`config.mk`:
```
export PLATFORM = sky130hd
export DESIGN_NAME = ars_exec
export DESIGN_NICKNAME = d
export VERILOG_FILES = /design/src/rtl/ars_pkg.sv /design/src/rtl/ars_alu.sv /design/src/rtl/ars_exec.sv
export VERILOG_INCLUDE_DIRS = /design/src /design/src/rtl
export SDC_FILE = /design/constraint.sdc
export NUM_CORES = 1
export LEC_CHECK = 0
export ABC_CLOCK_PERIOD_IN_PS = 4600
export BUFFER_PORTS_ARGS = -buffer_cell sky130_fd_sc_hd__buf_2
export CORE_ASPECT_RATIO = 1.5
export CORE_UTILIZATION = 40
export CTS_CLUSTER_SIZE = 30
export DETAILED_ROUTE_END_ITERATION = 8
export GPL_ROUTABILITY_DRIVEN = 0
export PLACE_DENSITY = 0.69
export SYNTH_ARGS = -nofsm -noshare
export SYNTH_HDL_FRONTEND = slang
export SYNTH_SLANG_ARGS = --single-unit
```
`constraint.sdc`:
```
create_clock -name clk -period 4.6 [get_ports clk]
set_input_delay 0.46 -clock clk [delete_from_list [all_inputs] [get_ports clk]]
set_output_delay 0.46 -clock clk [all_outputs]
set_load 0.03 [all_outputs]
```
`src/rtl/ars_consts.svh`:
```
`ifndef ARS_CONSTS_SVH
`define ARS_CONSTS_SVH

// ----------------------------------------
// Instruction word fields
// ----------------------------------------
`define ARS_DEST_BIT 7
`define ARS_FADDR_MSB 6
`define ARS_LIT_MSB 7
`define ARS_OPC_MSB 13
`define ARS_OPC_LSB 8

// ----------------------------------------
// Opcodes
// ----------------------------------------
`define ARS_OPC_SUBF 6'h02
`define ARS_OPC_XORF 6'h06
`define ARS_OPC_ROTR 6'h0c
`define ARS_OPC_ROTL 6'h0d
`define ARS_OPC_SWAP 6'h0e
`define ARS_OPC_XORL 6'h3a
`define ARS_SUBL_HI 5'h1e
`define ARS_WORD_SLEEP 14'h0063
`define ARS_DIRLD_HI 11'h00c
`define ARS_DIRLD_MIN 3'h5
`define ARS_DIRLD_MAX 3'h7

// ----------------------------------------
// Reset and clear values
// ----------------------------------------
`define ARS_ACC_RST 8'h00
`define ARS_WDOG_CLR 8'h00
`define ARS_TIMEOUT_RST 1'b1
`define ARS_PWRDN_RST 1'b1

`endif

```
`src/rtl/ars_pkg.sv`:
```
package ars_pkg;

    typedef enum logic [3:0] {
        op_none,
        op_rot_left,
        op_rot_right,
        op_sub_lit,
        op_sub_file,
        op_swap,
        op_xor_lit,
        op_xor_file,
        op_dir_load,
        op_sleep
    } ars_op_t;

endpackage

```
`src/rtl/ars_alu.sv`:
```
`timescale 1ns/1ps
`default_nettype none

module ars_alu (
    input wire ars_pkg::ars_op_t op,
    input wire logic [7:0] acc,
    input wire logic [7:0] fdata,
    input wire logic [7:0] lit,
    input wire logic c_in,
    output logic [7:0] result,
    output logic c_out,
    output logic dc_out
);

    // Carry out is an inverted borrow, as is digit carry
    function automatic logic [9:0] sub8(input logic [7:0] a, input logic [7:0] b);
        logic [8:0] full;
        logic [4:0] low;
        full = {1'b0, a} + {1'b0, ~b} + 9'h001;
        low = {1'b0, a[3:0]} + {1'b0, ~b[3:0]} + 5'h01;
        sub8 = {full[8], low[4], full[7:0]};
    endfunction

    always_comb begin
        result = fdata;
        c_out = c_in;
        dc_out = 1'b0;
        unique case (op)
            ars_pkg::op_rot_left: begin
                result = {fdata[6:0], c_in};
                c_out = fdata[7];
            end
            ars_pkg::op_rot_right: begin
                result = {c_in, fdata[7:1]};
                c_out = fdata[0];
            end
            ars_pkg::op_sub_lit: begin
                {c_out, dc_out, result} = sub8(lit, acc);
            end
            ars_pkg::op_sub_file: begin
                {c_out, dc_out, result} = sub8(fdata, acc);
            end
            ars_pkg::op_swap: result = {fdata[3:0], fdata[7:4]};
            ars_pkg::op_xor_lit: result = acc ^ lit;
            ars_pkg::op_xor_file: result = acc ^ fdata;
            ars_pkg::op_dir_load: result = acc;
            ars_pkg::op_sleep: result = fdata;
            ars_pkg::op_none: result = fdata;
        endcase
    end

endmodule

`default_nettype wire

```
`src/rtl/ars_exec.sv`:
```
// Contract
// - Rotate left through carry; old bit 7 to carry; only carry changes.
// - File-register ops write accumulator if destination bit 0, else the register.
// - Rotate right through carry; old bit 0 to carry; only carry changes.
// - Power-down clears the power-down flag and sets the time-out flag.
// - Power-down zeroes the watchdog counter and its prescaler.
// - Power-down enters sleep with oscillator halted, in one cycle.
// - Literal minus accumulator into accumulator, updating carry, digit carry, zero.
// - Register minus accumulator to destination, updating carry, digit carry, zero.
// - Nibble exchange to destination; no status flag changes.
// - Direction load copies accumulator to selected direction register; no flags.
// - Accumulator XOR literal into accumulator; only zero flag changes.
// - Accumulator XOR register to destination; only zero flag changes.
`timescale 1ns/1ps
`default_nettype none
`include "ars_consts.svh"

module ars_exec #(
    parameter int WDOG_W = 8,
    parameter int PRE_W = 8
) (
    input wire logic clk,
    input wire logic rst,
    input wire logic instr_valid,
    input wire logic [13:0] instr_word,
    input wire logic [7:0] file_rdata,
    input wire logic wake_pin,
    output logic [7:0] acc_q,
    output logic carry_q,
    output logic dcarry_q,
    output logic zero_q,
    output logic timeout_flag_q,
    output logic powerdown_flag_q,
    output logic [WDOG_W-1:0] watchdog_counter_q,
    output logic [PRE_W-1:0] prescaler_q,
    output logic sleep_q,
    output logic osc_run_q,
    output logic file_we_q,
    output logic [6:0] file_waddr_q,
    output logic [7:0] file_wdata_q,
    output logic dir_we_q,
    output logic [2:0] dir_sel_q,
    output logic [7:0] dir_wdata_q
);

    // ----------------------------------------
    // Decode
    // ----------------------------------------
    function automatic ars_pkg::ars_op_t decode(input logic [13:0] w);
        logic [5:0] opc;
        opc = w[`ARS_OPC_MSB:`ARS_OPC_LSB];
        decode = ars_pkg::op_none;
        if (w == `ARS_WORD_SLEEP) begin
            decode = ars_pkg::op_sleep;
        end else if (w[13:3] == `ARS_DIRLD_HI && w[2:0] >= `ARS_DIRLD_MIN
                     && w[2:0] <= `ARS_DIRLD_MAX) begin
            decode = ars_pkg::op_dir_load;
        end else if (w[13:9] == `ARS_SUBL_HI) begin
            decode = ars_pkg::op_sub_lit;
        end else if (opc == `ARS_OPC_XORL) begin
            decode = ars_pkg::op_xor_lit;
        end else if (opc == `ARS_OPC_ROTL) begin
            decode = ars_pkg::op_rot_left;
        end else if (opc == `ARS_OPC_ROTR) begin
            decode = ars_pkg::op_rot_right;
        end else if (opc == `ARS_OPC_SUBF) begin
            decode = ars_pkg::op_sub_file;
        end else if (opc == `ARS_OPC_SWAP) begin
            decode = ars_pkg::op_swap;
        end else if (opc == `ARS_OPC_XORF) begin
            decode = ars_pkg::op_xor_file;
        end
    endfunction

    ars_pkg::ars_op_t op;
    logic take;
    logic file_op;
    logic to_file;
    logic upd_c;
    logic upd_dc;
    logic upd_z;
    logic [7:0] result;
    logic c_new;
    logic dc_new;
    logic wake_s1_q;
    logic wake_s2_q;

    // Asleep the core issues nothing; a stray strobe is dropped
    assign take = instr_valid && !sleep_q;
    assign op = take ? decode(instr_word) : ars_pkg::op_none;
    assign file_op = op == ars_pkg::op_rot_left || op == ars_pkg::op_rot_right
                     || op == ars_pkg::op_sub_file || op == ars_pkg::op_swap
                     || op == ars_pkg::op_xor_file;
    assign to_file = file_op && instr_word[`ARS_DEST_BIT];
    assign upd_c = op == ars_pkg::op_rot_left || op == ars_pkg::op_rot_right
                   || op == ars_pkg::op_sub_lit || op == ars_pkg::op_sub_file;
    assign upd_dc = op == ars_pkg::op_sub_lit || op == ars_pkg::op_sub_file;
    assign upd_z = upd_dc || op == ars_pkg::op_xor_lit || op == ars_pkg::op_xor_file;

    ars_alu u_alu (
        .op(op),
        .acc(acc_q),
        .fdata(file_rdata),
        .lit(instr_word[`ARS_LIT_MSB:0]),
        .c_in(carry_q),
        .result(result),
        .c_out(c_new),
        .dc_out(dc_new)
    );

    // ----------------------------------------
    // Result routing
    // ----------------------------------------
    always_ff @(posedge clk) begin
        if (rst) begin
            acc_q <= `ARS_ACC_RST;
        end else if ((file_op && !to_file) || op == ars_pkg::op_sub_lit
                     || op == ars_pkg::op_xor_lit) begin
            acc_q <= result;
        end
    end

    always_ff @(posedge clk) begin
        if (rst) begin
            file_we_q <= 1'b0;
            file_waddr_q <= 7'h00;
            file_wdata_q <= 8'h00;
        end else begin
            file_we_q <= to_file;
            if (to_file) begin
                file_waddr_q <= instr_word[`ARS_FADDR_MSB:0];
                file_wdata_q <= result;
            end
        end
    end

    always_ff @(posedge clk) begin
        if (rst) begin
            dir_we_q <= 1'b0;
            dir_sel_q <= 3'h0;
            dir_wdata_q <= 8'h00;
        end else begin
            dir_we_q <= op == ars_pkg::op_dir_load;
            if (op == ars_pkg::op_dir_load) begin
                dir_sel_q <= instr_word[2:0];
                dir_wdata_q <= acc_q;
            end
        end
    end

    // ----------------------------------------
    // Status flags
    // ----------------------------------------
    always_ff @(posedge clk) begin
        if (rst) begin
            carry_q <= 1'b0;
            dcarry_q <= 1'b0;
            zero_q <= 1'b0;
        end else begin
            if (upd_c) begin
                carry_q <= c_new;
            end
            if (upd_dc) begin
                dcarry_q <= dc_new;
            end
            if (upd_z) begin
                zero_q <= result == 8'h00;
            end
        end
    end

    always_ff @(posedge clk) begin
        if (rst) begin
            timeout_flag_q <= `ARS_TIMEOUT_RST;
            powerdown_flag_q <= `ARS_PWRDN_RST;
        end else if (op == ars_pkg::op_sleep) begin
            timeout_flag_q <= 1'b1;
            powerdown_flag_q <= 1'b0;
        end
    end

    // ----------------------------------------
    // Watchdog and sleep
    // ----------------------------------------
    // Prescaler free-runs; its wrap advances the counter
    always_ff @(posedge clk) begin
        if (rst || op == ars_pkg::op_sleep) begin
            prescaler_q <= '0;
            watchdog_counter_q <= WDOG_W'(`ARS_WDOG_CLR);
        end else begin
            prescaler_q <= prescaler_q + PRE_W'(1);
            if (&prescaler_q) begin
                watchdog_counter_q <= watchdog_counter_q + WDOG_W'(1);
            end
        end
    end

    always_ff @(posedge clk) begin
        wake_s1_q <= wake_pin;
        wake_s2_q <= wake_s1_q;
    end

    // Wake only ends sleep; a wake level while running does nothing
    always_ff @(posedge clk) begin
        if (rst) begin
            sleep_q <= 1'b0;
            osc_run_q <= 1'b1;
        end else if (op == ars_pkg::op_sleep) begin
            sleep_q <= 1'b1;
            osc_run_q <= 1'b0;
        end else if (sleep_q && wake_s2_q) begin
            sleep_q <= 1'b0;
            osc_run_q <= 1'b1;
        end
    end
endmodule

`default_nettype wire

```
==> flow_metrics.tcl, run 1 <==
set metrics [dict create \
    dpl_worst_slack_ps 1160 \
    setup.worst_path.class "primary input to register" \
    cts_buffer_depth 2 \
    cp_data_required_time_ps 4860 \
    drive_above_1_share_pct 20.4 \
    worst_clock_skew_ps 5.07 \
    timing_max_transition_violations_final 0 \
    worstHoldStart "wake_pin" \
    timing_worst_slew_pin_value_ps 833 \
    finalWorstSetupSlack_ps 1410 \
    post_synth_inst_count 475 \
    cts.sinks 60 \
    sum_of_negative_setup_slack_ps 0 \
    antenna_left 0 \
    area.sequential_um2 1200 \
    clock_latency_on_the_worst_skew_pair_ps 320 \
    multi_input_comb_area_um2 2500 \
    synth-edff-count 0 \
    timing.final.crit_share_pct 69.3 \
    cts.reportedPaths.clkPinSlew_ps 50 \
    setup_viol_count_final 0 \
    detail_route.wirelength_um 11900 \
    slew_headroom_pct 44.5 \
    synth_cell_types 65 \
    hold_ws_ps 241 \
    startpoint "instr_word[4]" \
    cts_hold_buf 0 \
    power.static_leakage_nw 1.93 \
    status "finished, final reports clean" \
    track_usage_pct 25.0 \
    n_fill_cell 925 \
    syn2layout_area_growth_pct 19.3 \
    achievable_clock_frequency_mhz 314 \
    first_global_vias 3817 \
    sequential_to_total_area_share_from_yosys_stat_pct 31.0 \
    synth_flop_cell "sky130_fd_sc_hd__dfxtp_1" \
    drc 0 \
    ff2ff_setup_slack_ps 1470 \
    ctsRootBufferMaster "sky130_fd_sc_hd__clkbuf_16" \
    numPortBuffers 83 \
    yosys.area.top_type_share_pct 31.0 \
    io_pins 85 \
    synthArstFlopShare_pct 0 \
    power.density_cell_area_nw_per_um2 305 \
    core_region_area_um2 9310 \
    die_height_um 123 \
    post-dp-hpwl_um 9000 \
    yosys-top-cells-count "sky130_fd_sc_hd__nor2_1, sky130_fd_sc_hd__dfxtp_1, sky130_fd_sc_hd__nand2_1" \
    wl_per_cell_um 18.0 \
    hold_class "primary input to register" \
    worst_setup_path_start_kind "primary input" \
    postCtsSetupRepairBufs 0 \
    cap_violations 0 \
    post_synth_instance_area_um2 3880 \
    synthesis.nets 521 \
    largest_net_degree_at_the_start_of_global_routing 45 \
    route.detailed.vias_per_inst 5.98 \
    hold_path_end "wake_s1_q" \
    post_synth_main_area_contributors "sky130_fd_sc_hd__dfxtp_1, sky130_fd_sc_hd__mux2i_1, sky130_fd_sc_hd__nor2_1" \
    hold_depth 1 \
    post_cts_resized 0 \
    finish.net_count 596 \
    synth.ff_latch_count 60 \
    tritoncts_clock_tree "built" \
    synth.largest_area_cell "sky130_fd_sc_hd__dfxtp_1" \
    timing.rr.start "acc_q[0]" \
    n_antenna_cell 0 \
    worst_ir_drop_vdd_mv 0.267 \
    post-synth-top-count-cell "sky130_fd_sc_hd__nor2_1" \
    number_of_antenna_violations_at_the_first_check_in_global_routing 0 \
    crit_path_max_fanout 25 \
    floorplan.die.width_um 82.4 \
    cp_capture_type "register" \
    h-tree-depth 3 \
    power_mw 1.41 \
    first_pass_iters 5 \
    cts_buffers 9 \
    grt.overflow.total 0 \
    design.die.area_um2 10100 \
    grt_setup_unrepaired "no" \
    floorplan.rows 43 \
    ys.warnings.count 0 \
    reg2reg_to "carry_q" \
    finalWorstPathRequiredPeriod_ps 3190 \
    report.final.hold_viol_count 0 \
    mean_post_synth_cell_area_um2 8.17 \
    routed-via-count 3974 \
    worst-endpoint-arrival_ps 3450 \
    initial_utilization_pct 41.7 \
    first_pass_grt_wire_length_um 19000 \
    drt_iter0_drc 491 \
    rr_worst_depth 11 \
]
-- cells by family (layout without fill, tap and decap cells) --
logic type	Yosys count	count (layout)	synth area share, %
AOI/OAI and AO/OA	108	108	18.9
xor gates and xnor gates	28	28	6.32
adders and majority gates	21	21	7.09
buffers and inverters	37	115	4.55
DFF	60	60	31.0
muxes	27	27	7.09
other	1	1	0.0967
and+or+nand+nor	193	193	25.0
-- routing by layer --
layer | routed length, um | vias to the layer above | track usage [%]
met3 | 865 | 66 | 5.58
li1 | - | 1844 | -
met2 | 5740 | 210 | 39.6
met4 | 687 | 0 | 16.9
met1 | 4640 | 1854 | 29.6
met5 | 0 | - | 0
-- state kept, by name, indices dropped and copies added (netlist names), 3 cells and up --
| name | count |
|---|---|
| file_wdata_q | 8 |
| file_waddr_q | 7 |
| watchdog_counter_q | 8 |
| acc_q | 8 |
| dir_wdata_q | 8 |
| dir_sel_q | 3 |
| prescaler_q | 8 |
-- power by group --
| group | switching, mW | internal [mW] | total (mW) | leakage (nW) |
|---|---|---|---|---|
| combinational | 0.139 | 0.0790 | 0.218 | 1.30 |
| sequential | 0.00817 | 0.530 | 0.538 | 0.485 |
| clock | 0.214 | 0.441 | 0.655 | 0.145 |
| total | 0.361 | 1.05 | 1.41 | 1.93 |
-- how the worst max path moves through the flow --
stage	slack, ps	to	cells after the start
detailed placement	1160	zero_q	10
floorplan	1700	zero_q	12
global route	1110	zero_q	10
finish	1410	zero_q	10
global placement	1270	zero_q	10
CTS	1470	zero_q	10
-- final cells by class --
cell class / count / area share (%)
inverters: 15 / 1.22
well taps: 112 / 3.03
clock buffers: 12 / 5.54
multi-input cells: 378 / 54.1
flip-flops and latches: 60 / 25.9
clock inverters: 2 / 0.757
repair buffers: 86 / 9.46
-- cells in the final DEF (no fill, tap or decap), types with 4 or more instances in the layout --
master                      synthesis  routed
sky130_fd_sc_hd__buf_2              6      83
sky130_fd_sc_hd__nor3_1            10      10
sky130_fd_sc_hd__mux2_2             4       4
sky130_fd_sc_hd__clkbuf_16          0       9
sky130_fd_sc_hd__nor2b_1            8       8
sky130_fd_sc_hd__o21ai_0           16      16
sky130_fd_sc_hd__ha_1              18      18
sky130_fd_sc_hd__nand2_1           52      52
sky130_fd_sc_hd__a21oi_1           30      30
sky130_fd_sc_hd__nand4_1            5       5
sky130_fd_sc_hd__o21a_1             6       6
sky130_fd_sc_hd__dfxtp_1           60      60
sky130_fd_sc_hd__o211ai_1           4       4
sky130_fd_sc_hd__a221oi_1           7       7
sky130_fd_sc_hd__mux2i_1           23      23
sky130_fd_sc_hd__inv_1             15      15
sky130_fd_sc_hd__a31oi_1            9       9
sky130_fd_sc_hd__nand3_1           15      15
sky130_fd_sc_hd__a211oi_1           4       4
sky130_fd_sc_hd__xnor2_1           13      13
sky130_fd_sc_hd__nor2_1            61      61
sky130_fd_sc_hd__nand2b_1           7       7
sky130_fd_sc_hd__xor2_1            15      15
sky130_fd_sc_hd__a32oi_1            4       4
sky130_fd_sc_hd__and2_1             4       4
sky130_fd_sc_hd__a21o_1             7       7
sky130_fd_sc_hd__and3_1             5       5
-- per-stage QoR --
| step | utilization [%] | instances | cell area [um2] |
|---|---|---|---|
| 2_1_floorplan | - | 475 | 3880 |
| 3_3_place_gp | 46.6 | 651 | 4340 |
| 3_5_place_dp | 46.6 | 651 | 4340 |
| 4_1_cts | 49.7 | 665 | 4630 |
| 5_1_grt | 49.7 | 665 | 4630 |
| 6_report | 49.7 | 665 | 4630 |
-- critical path: stages --
cell and delay (ps):
sky130_fd_sc_hd__buf_2 150, sky130_fd_sc_hd__nor4_2 370, sky130_fd_sc_hd__nand4_1 170, sky130_fd_sc_hd__a21bo_1 760
sky130_fd_sc_hd__nor2_1 170, sky130_fd_sc_hd__a32oi_1 260, sky130_fd_sc_hd__o211ai_1 150, sky130_fd_sc_hd__nor4b_2 480
sky130_fd_sc_hd__nor4b_1 300, sky130_fd_sc_hd__a31o_1 180
Note: power is estimated with default switching activity, not from simulation.
==> run 2, diff against run 1 <==
--- a/config.mk
+++ b/config.mk
@@ -6,14 +6,14 @@
 export SDC_FILE = /design/constraint.sdc
 export NUM_CORES = 1
 export LEC_CHECK = 0
-export ABC_CLOCK_PERIOD_IN_PS = 4600
+export ABC_CLOCK_PERIOD_IN_PS = 2600
 export BUFFER_PORTS_ARGS = -buffer_cell sky130_fd_sc_hd__buf_2
 export CORE_ASPECT_RATIO = 1.5
 export CORE_UTILIZATION = 40
 export CTS_CLUSTER_SIZE = 30
 export DETAILED_ROUTE_END_ITERATION = 8
 export GPL_ROUTABILITY_DRIVEN = 0
-export PLACE_DENSITY = 0.69
+export PLACE_DENSITY = 0.71
 export SYNTH_ARGS = -nofsm -noshare
 export SYNTH_HDL_FRONTEND = slang
 export SYNTH_SLANG_ARGS = --single-unit
==> constraint.sdc (replaced) <==
create_clock -name clk -period 2.6 [get_ports clk]
set_input_delay 0.26 -clock clk [delete_from_list [all_inputs] [get_ports clk]]
set_output_delay 0.26 -clock clk [all_outputs]
set_load 0.03 [all_outputs]
==> flow_metrics.tcl, run 2 (same netlist as run 1, synthesis figures left out) <==
set metrics [dict create \
    power.density_cell_area_nw_per_um2 500 \
    power.clock.fraction_pct 46.4 \
    core_region_area_um2 9310 \
    p_switching_uw 702 \
    slew_headroom_pct 58.9 \
    drive_above_1_share_pct 33.2 \
    die_height_um 123 \
    crit_path_max_fanout 4 \
    route.detailed.vias_per_inst 5.85 \
    cap_violations 0 \
    timing_worst_slew_pin_value_ps 613 \
    n_antenna_cell 0 \
    n_fill_cell 838 \
    layout_commonest_cell "sky130_fd_sc_hd__buf_2" \
    floorplan.rows 43 \
    grt.overflow.total 0 \
    comb_pwr_share_pct 18.3 \
    fin_util_pct 57.7 \
    largest_net_degree_at_the_start_of_global_routing 28 \
    first_pass_grt_wire_length_um 21000 \
    worst_setup_path_start_kind "register" \
    syn2layout_area_growth_pct 38.4 \
    tritoncts_clock_tree "built" \
    routed-via-count 4373 \
    report.final.hold_viol_count 0 \
    cts_hold_buf 0 \
    grt_setup_unrepaired "yes" \
    detail_route.wirelength_um 13400 \
    worst_clock_skew_ps 7.06 \
    achievable_clock_frequency_mhz 391 \
    sum_of_negative_setup_slack_ps 0 \
    drt_iter0_drc 487 \
    critical_path.cell_chain "ha_4, inv_2, fa_2, a21o_1, a311o_1, a21oi_2, xor2_1, a211oi_1, a221oi_2, a31oi_2, mux2i_1, nor2_1" \
    hold_class "primary input to register" \
    worst-endpoint-arrival_ps 2750 \
    number_of_antenna_violations_at_the_first_check_in_global_routing 0 \
    sw_frac_of_total_pct 26.1 \
    clock_latency_on_the_worst_skew_pair_ps 330 \
    cp_data_required_time_ps 2790 \
    crit_slowest_cell "sky130_fd_sc_hd__dfxtp_4" \
    wl_met1_um 4780 \
    drc 0 \
    dpl_worst_slack_ps -150 \
    first_global_vias 4313 \
    design.die.area_um2 10100 \
    seq_power_share_pct 35.3 \
    numPortBuffers 83 \
    mostFrequentLayoutCells "sky130_fd_sc_hd__buf_2, sky130_fd_sc_hd__buf_4, sky130_fd_sc_hd__nor2_1" \
    max_stage_delay_ps 380 \
    worst_ir_drop_vdd_mv 0.575 \
    finalWorstSetupSlack_ps 42.7 \
    wl_met2_um 6520 \
    post-dp-hpwl_um 10300 \
    antenna_left 0 \
    power_report.internal_total_mw 1.99 \
    status "finished, final reports clean" \
    timing_max_transition_violations_final 0 \
    h-tree-depth 3 \
    detailroute.wirelength.met3_um 1110 \
    finish.net_count 676 \
    hold_ws_ps 35.0 \
    finalWorstPathRequiredPeriod_ps 2560 \
    initial_utilization_pct 41.7 \
    first_pass_iters 7 \
    cts_buffer_depth 2 \
    cp_capture_type "register" \
    critical_path.n_buffers_inverters 1 \
    cts_buffers 9 \
    track_usage_pct 27.7 \
    timing.final.crit_share_pct 98.4 \
    timing.critical_path.max_delay_family "compound AO/OA/AOI/OAI gates" \
    setup.worst_path.class "register to register" \
    wl_per_cell_um 18.0 \
    io_pins 85 \
    power.static_leakage_nw 2.34 \
    cts.sinks 60 \
    cts.reportedPaths.clkPinSlew_ps 50 \
    floorplan.die.width_um 82.4 \
    ctsRootBufferMaster "sky130_fd_sc_hd__clkbuf_16" \
    setup_viol_count_final 0 \
    top_layer "met4" \
    power_mw 2.69 \
]
[run 2: cell types whose count changed in the layout (fill, tap and decap cells not counted), sizes merged]
cell / change
buf: +80
clkinvlp: +2
bufinv: +1
clkinv: -1
[run 2: area by class of cell]
| type | instances | area [um2] | share of cell area (%) |
|---|---|---|---|
| inverters | 15 | 58.8 | 1.09 |
| multi-input cells | 378 | 2570 | 47.9 |
| repair buffers | 166 | 1080 | 20.0 |
| clock buffers | 12 | 236 | 4.40 |
| flip-flops and latches | 60 | 1210 | 22.5 |
| well taps | 112 | 140 | 2.61 |
| clock inverters | 4 | 75.1 | 1.40 |
[run 2: repair_timing]
item / CTS / global route
setup endpoints to repair: 5 / 12
gates resized for setup: 2 / 13
pin swaps: 5 / 6
setup buffers: 3 / 1
[run 2: routing by layer]
layer	vias up	track usage (%)
li1	2015	-
met1	2013	29.9
met2	266	47.1
met3	79	5.95
met4	0	18.5
met5	-	0
[run 2: path summary, 6_finish.rpt]
path                  start               to  slack (ps)  cells after the start
setup / recovery   acc_q[0]  file_wdata_q[6]          40                     12
hold / removal     wake_pin        wake_s1_q          40                      1
setup reg to reg   acc_q[0]  file_wdata_q[6]          40                     12
hold reg to reg   wake_s1_q        wake_s2_q         340                      0
[run 2: worst register-to-register path, delay by kind of cell (launching register included)]
family / cells / cell delay [ps]
AO/OA/AOI/OAI: 6 / 1150
adder cells (fa/ha/maj): 2 / 470
flip-flops: 1 / 380
multiplexers: 1 / 180
XOR/XNOR: 1 / 150
AND/OR/NAND/NOR: 1 / 50
buffers and inverters: 1 / 30
[run 2: through the flow]
step	area, um2	cells
floorplan	3910	475
global placement	4970	727
detailed placement	4970	727
CTS	5310	746
global route	5370	747
finish	5370	747
[run 2: power groups by stage]
| stage | clock network, mW | logic, mW | registers (mW) |
|---|---|---|---|
| 2_1_floorplan | 0 | 0.236 | 0.994 |
| 3_3_place_gp | 0 | 0.452 | 0.967 |
| 3_5_place_dp | 0 | 0.461 | 0.967 |
| 4_1_cts | 1.26 | 0.469 | 0.948 |
| 5_1_grt | 1.30 | 0.525 | 0.949 |
| 6_report | 1.25 | 0.492 | 0.948 |
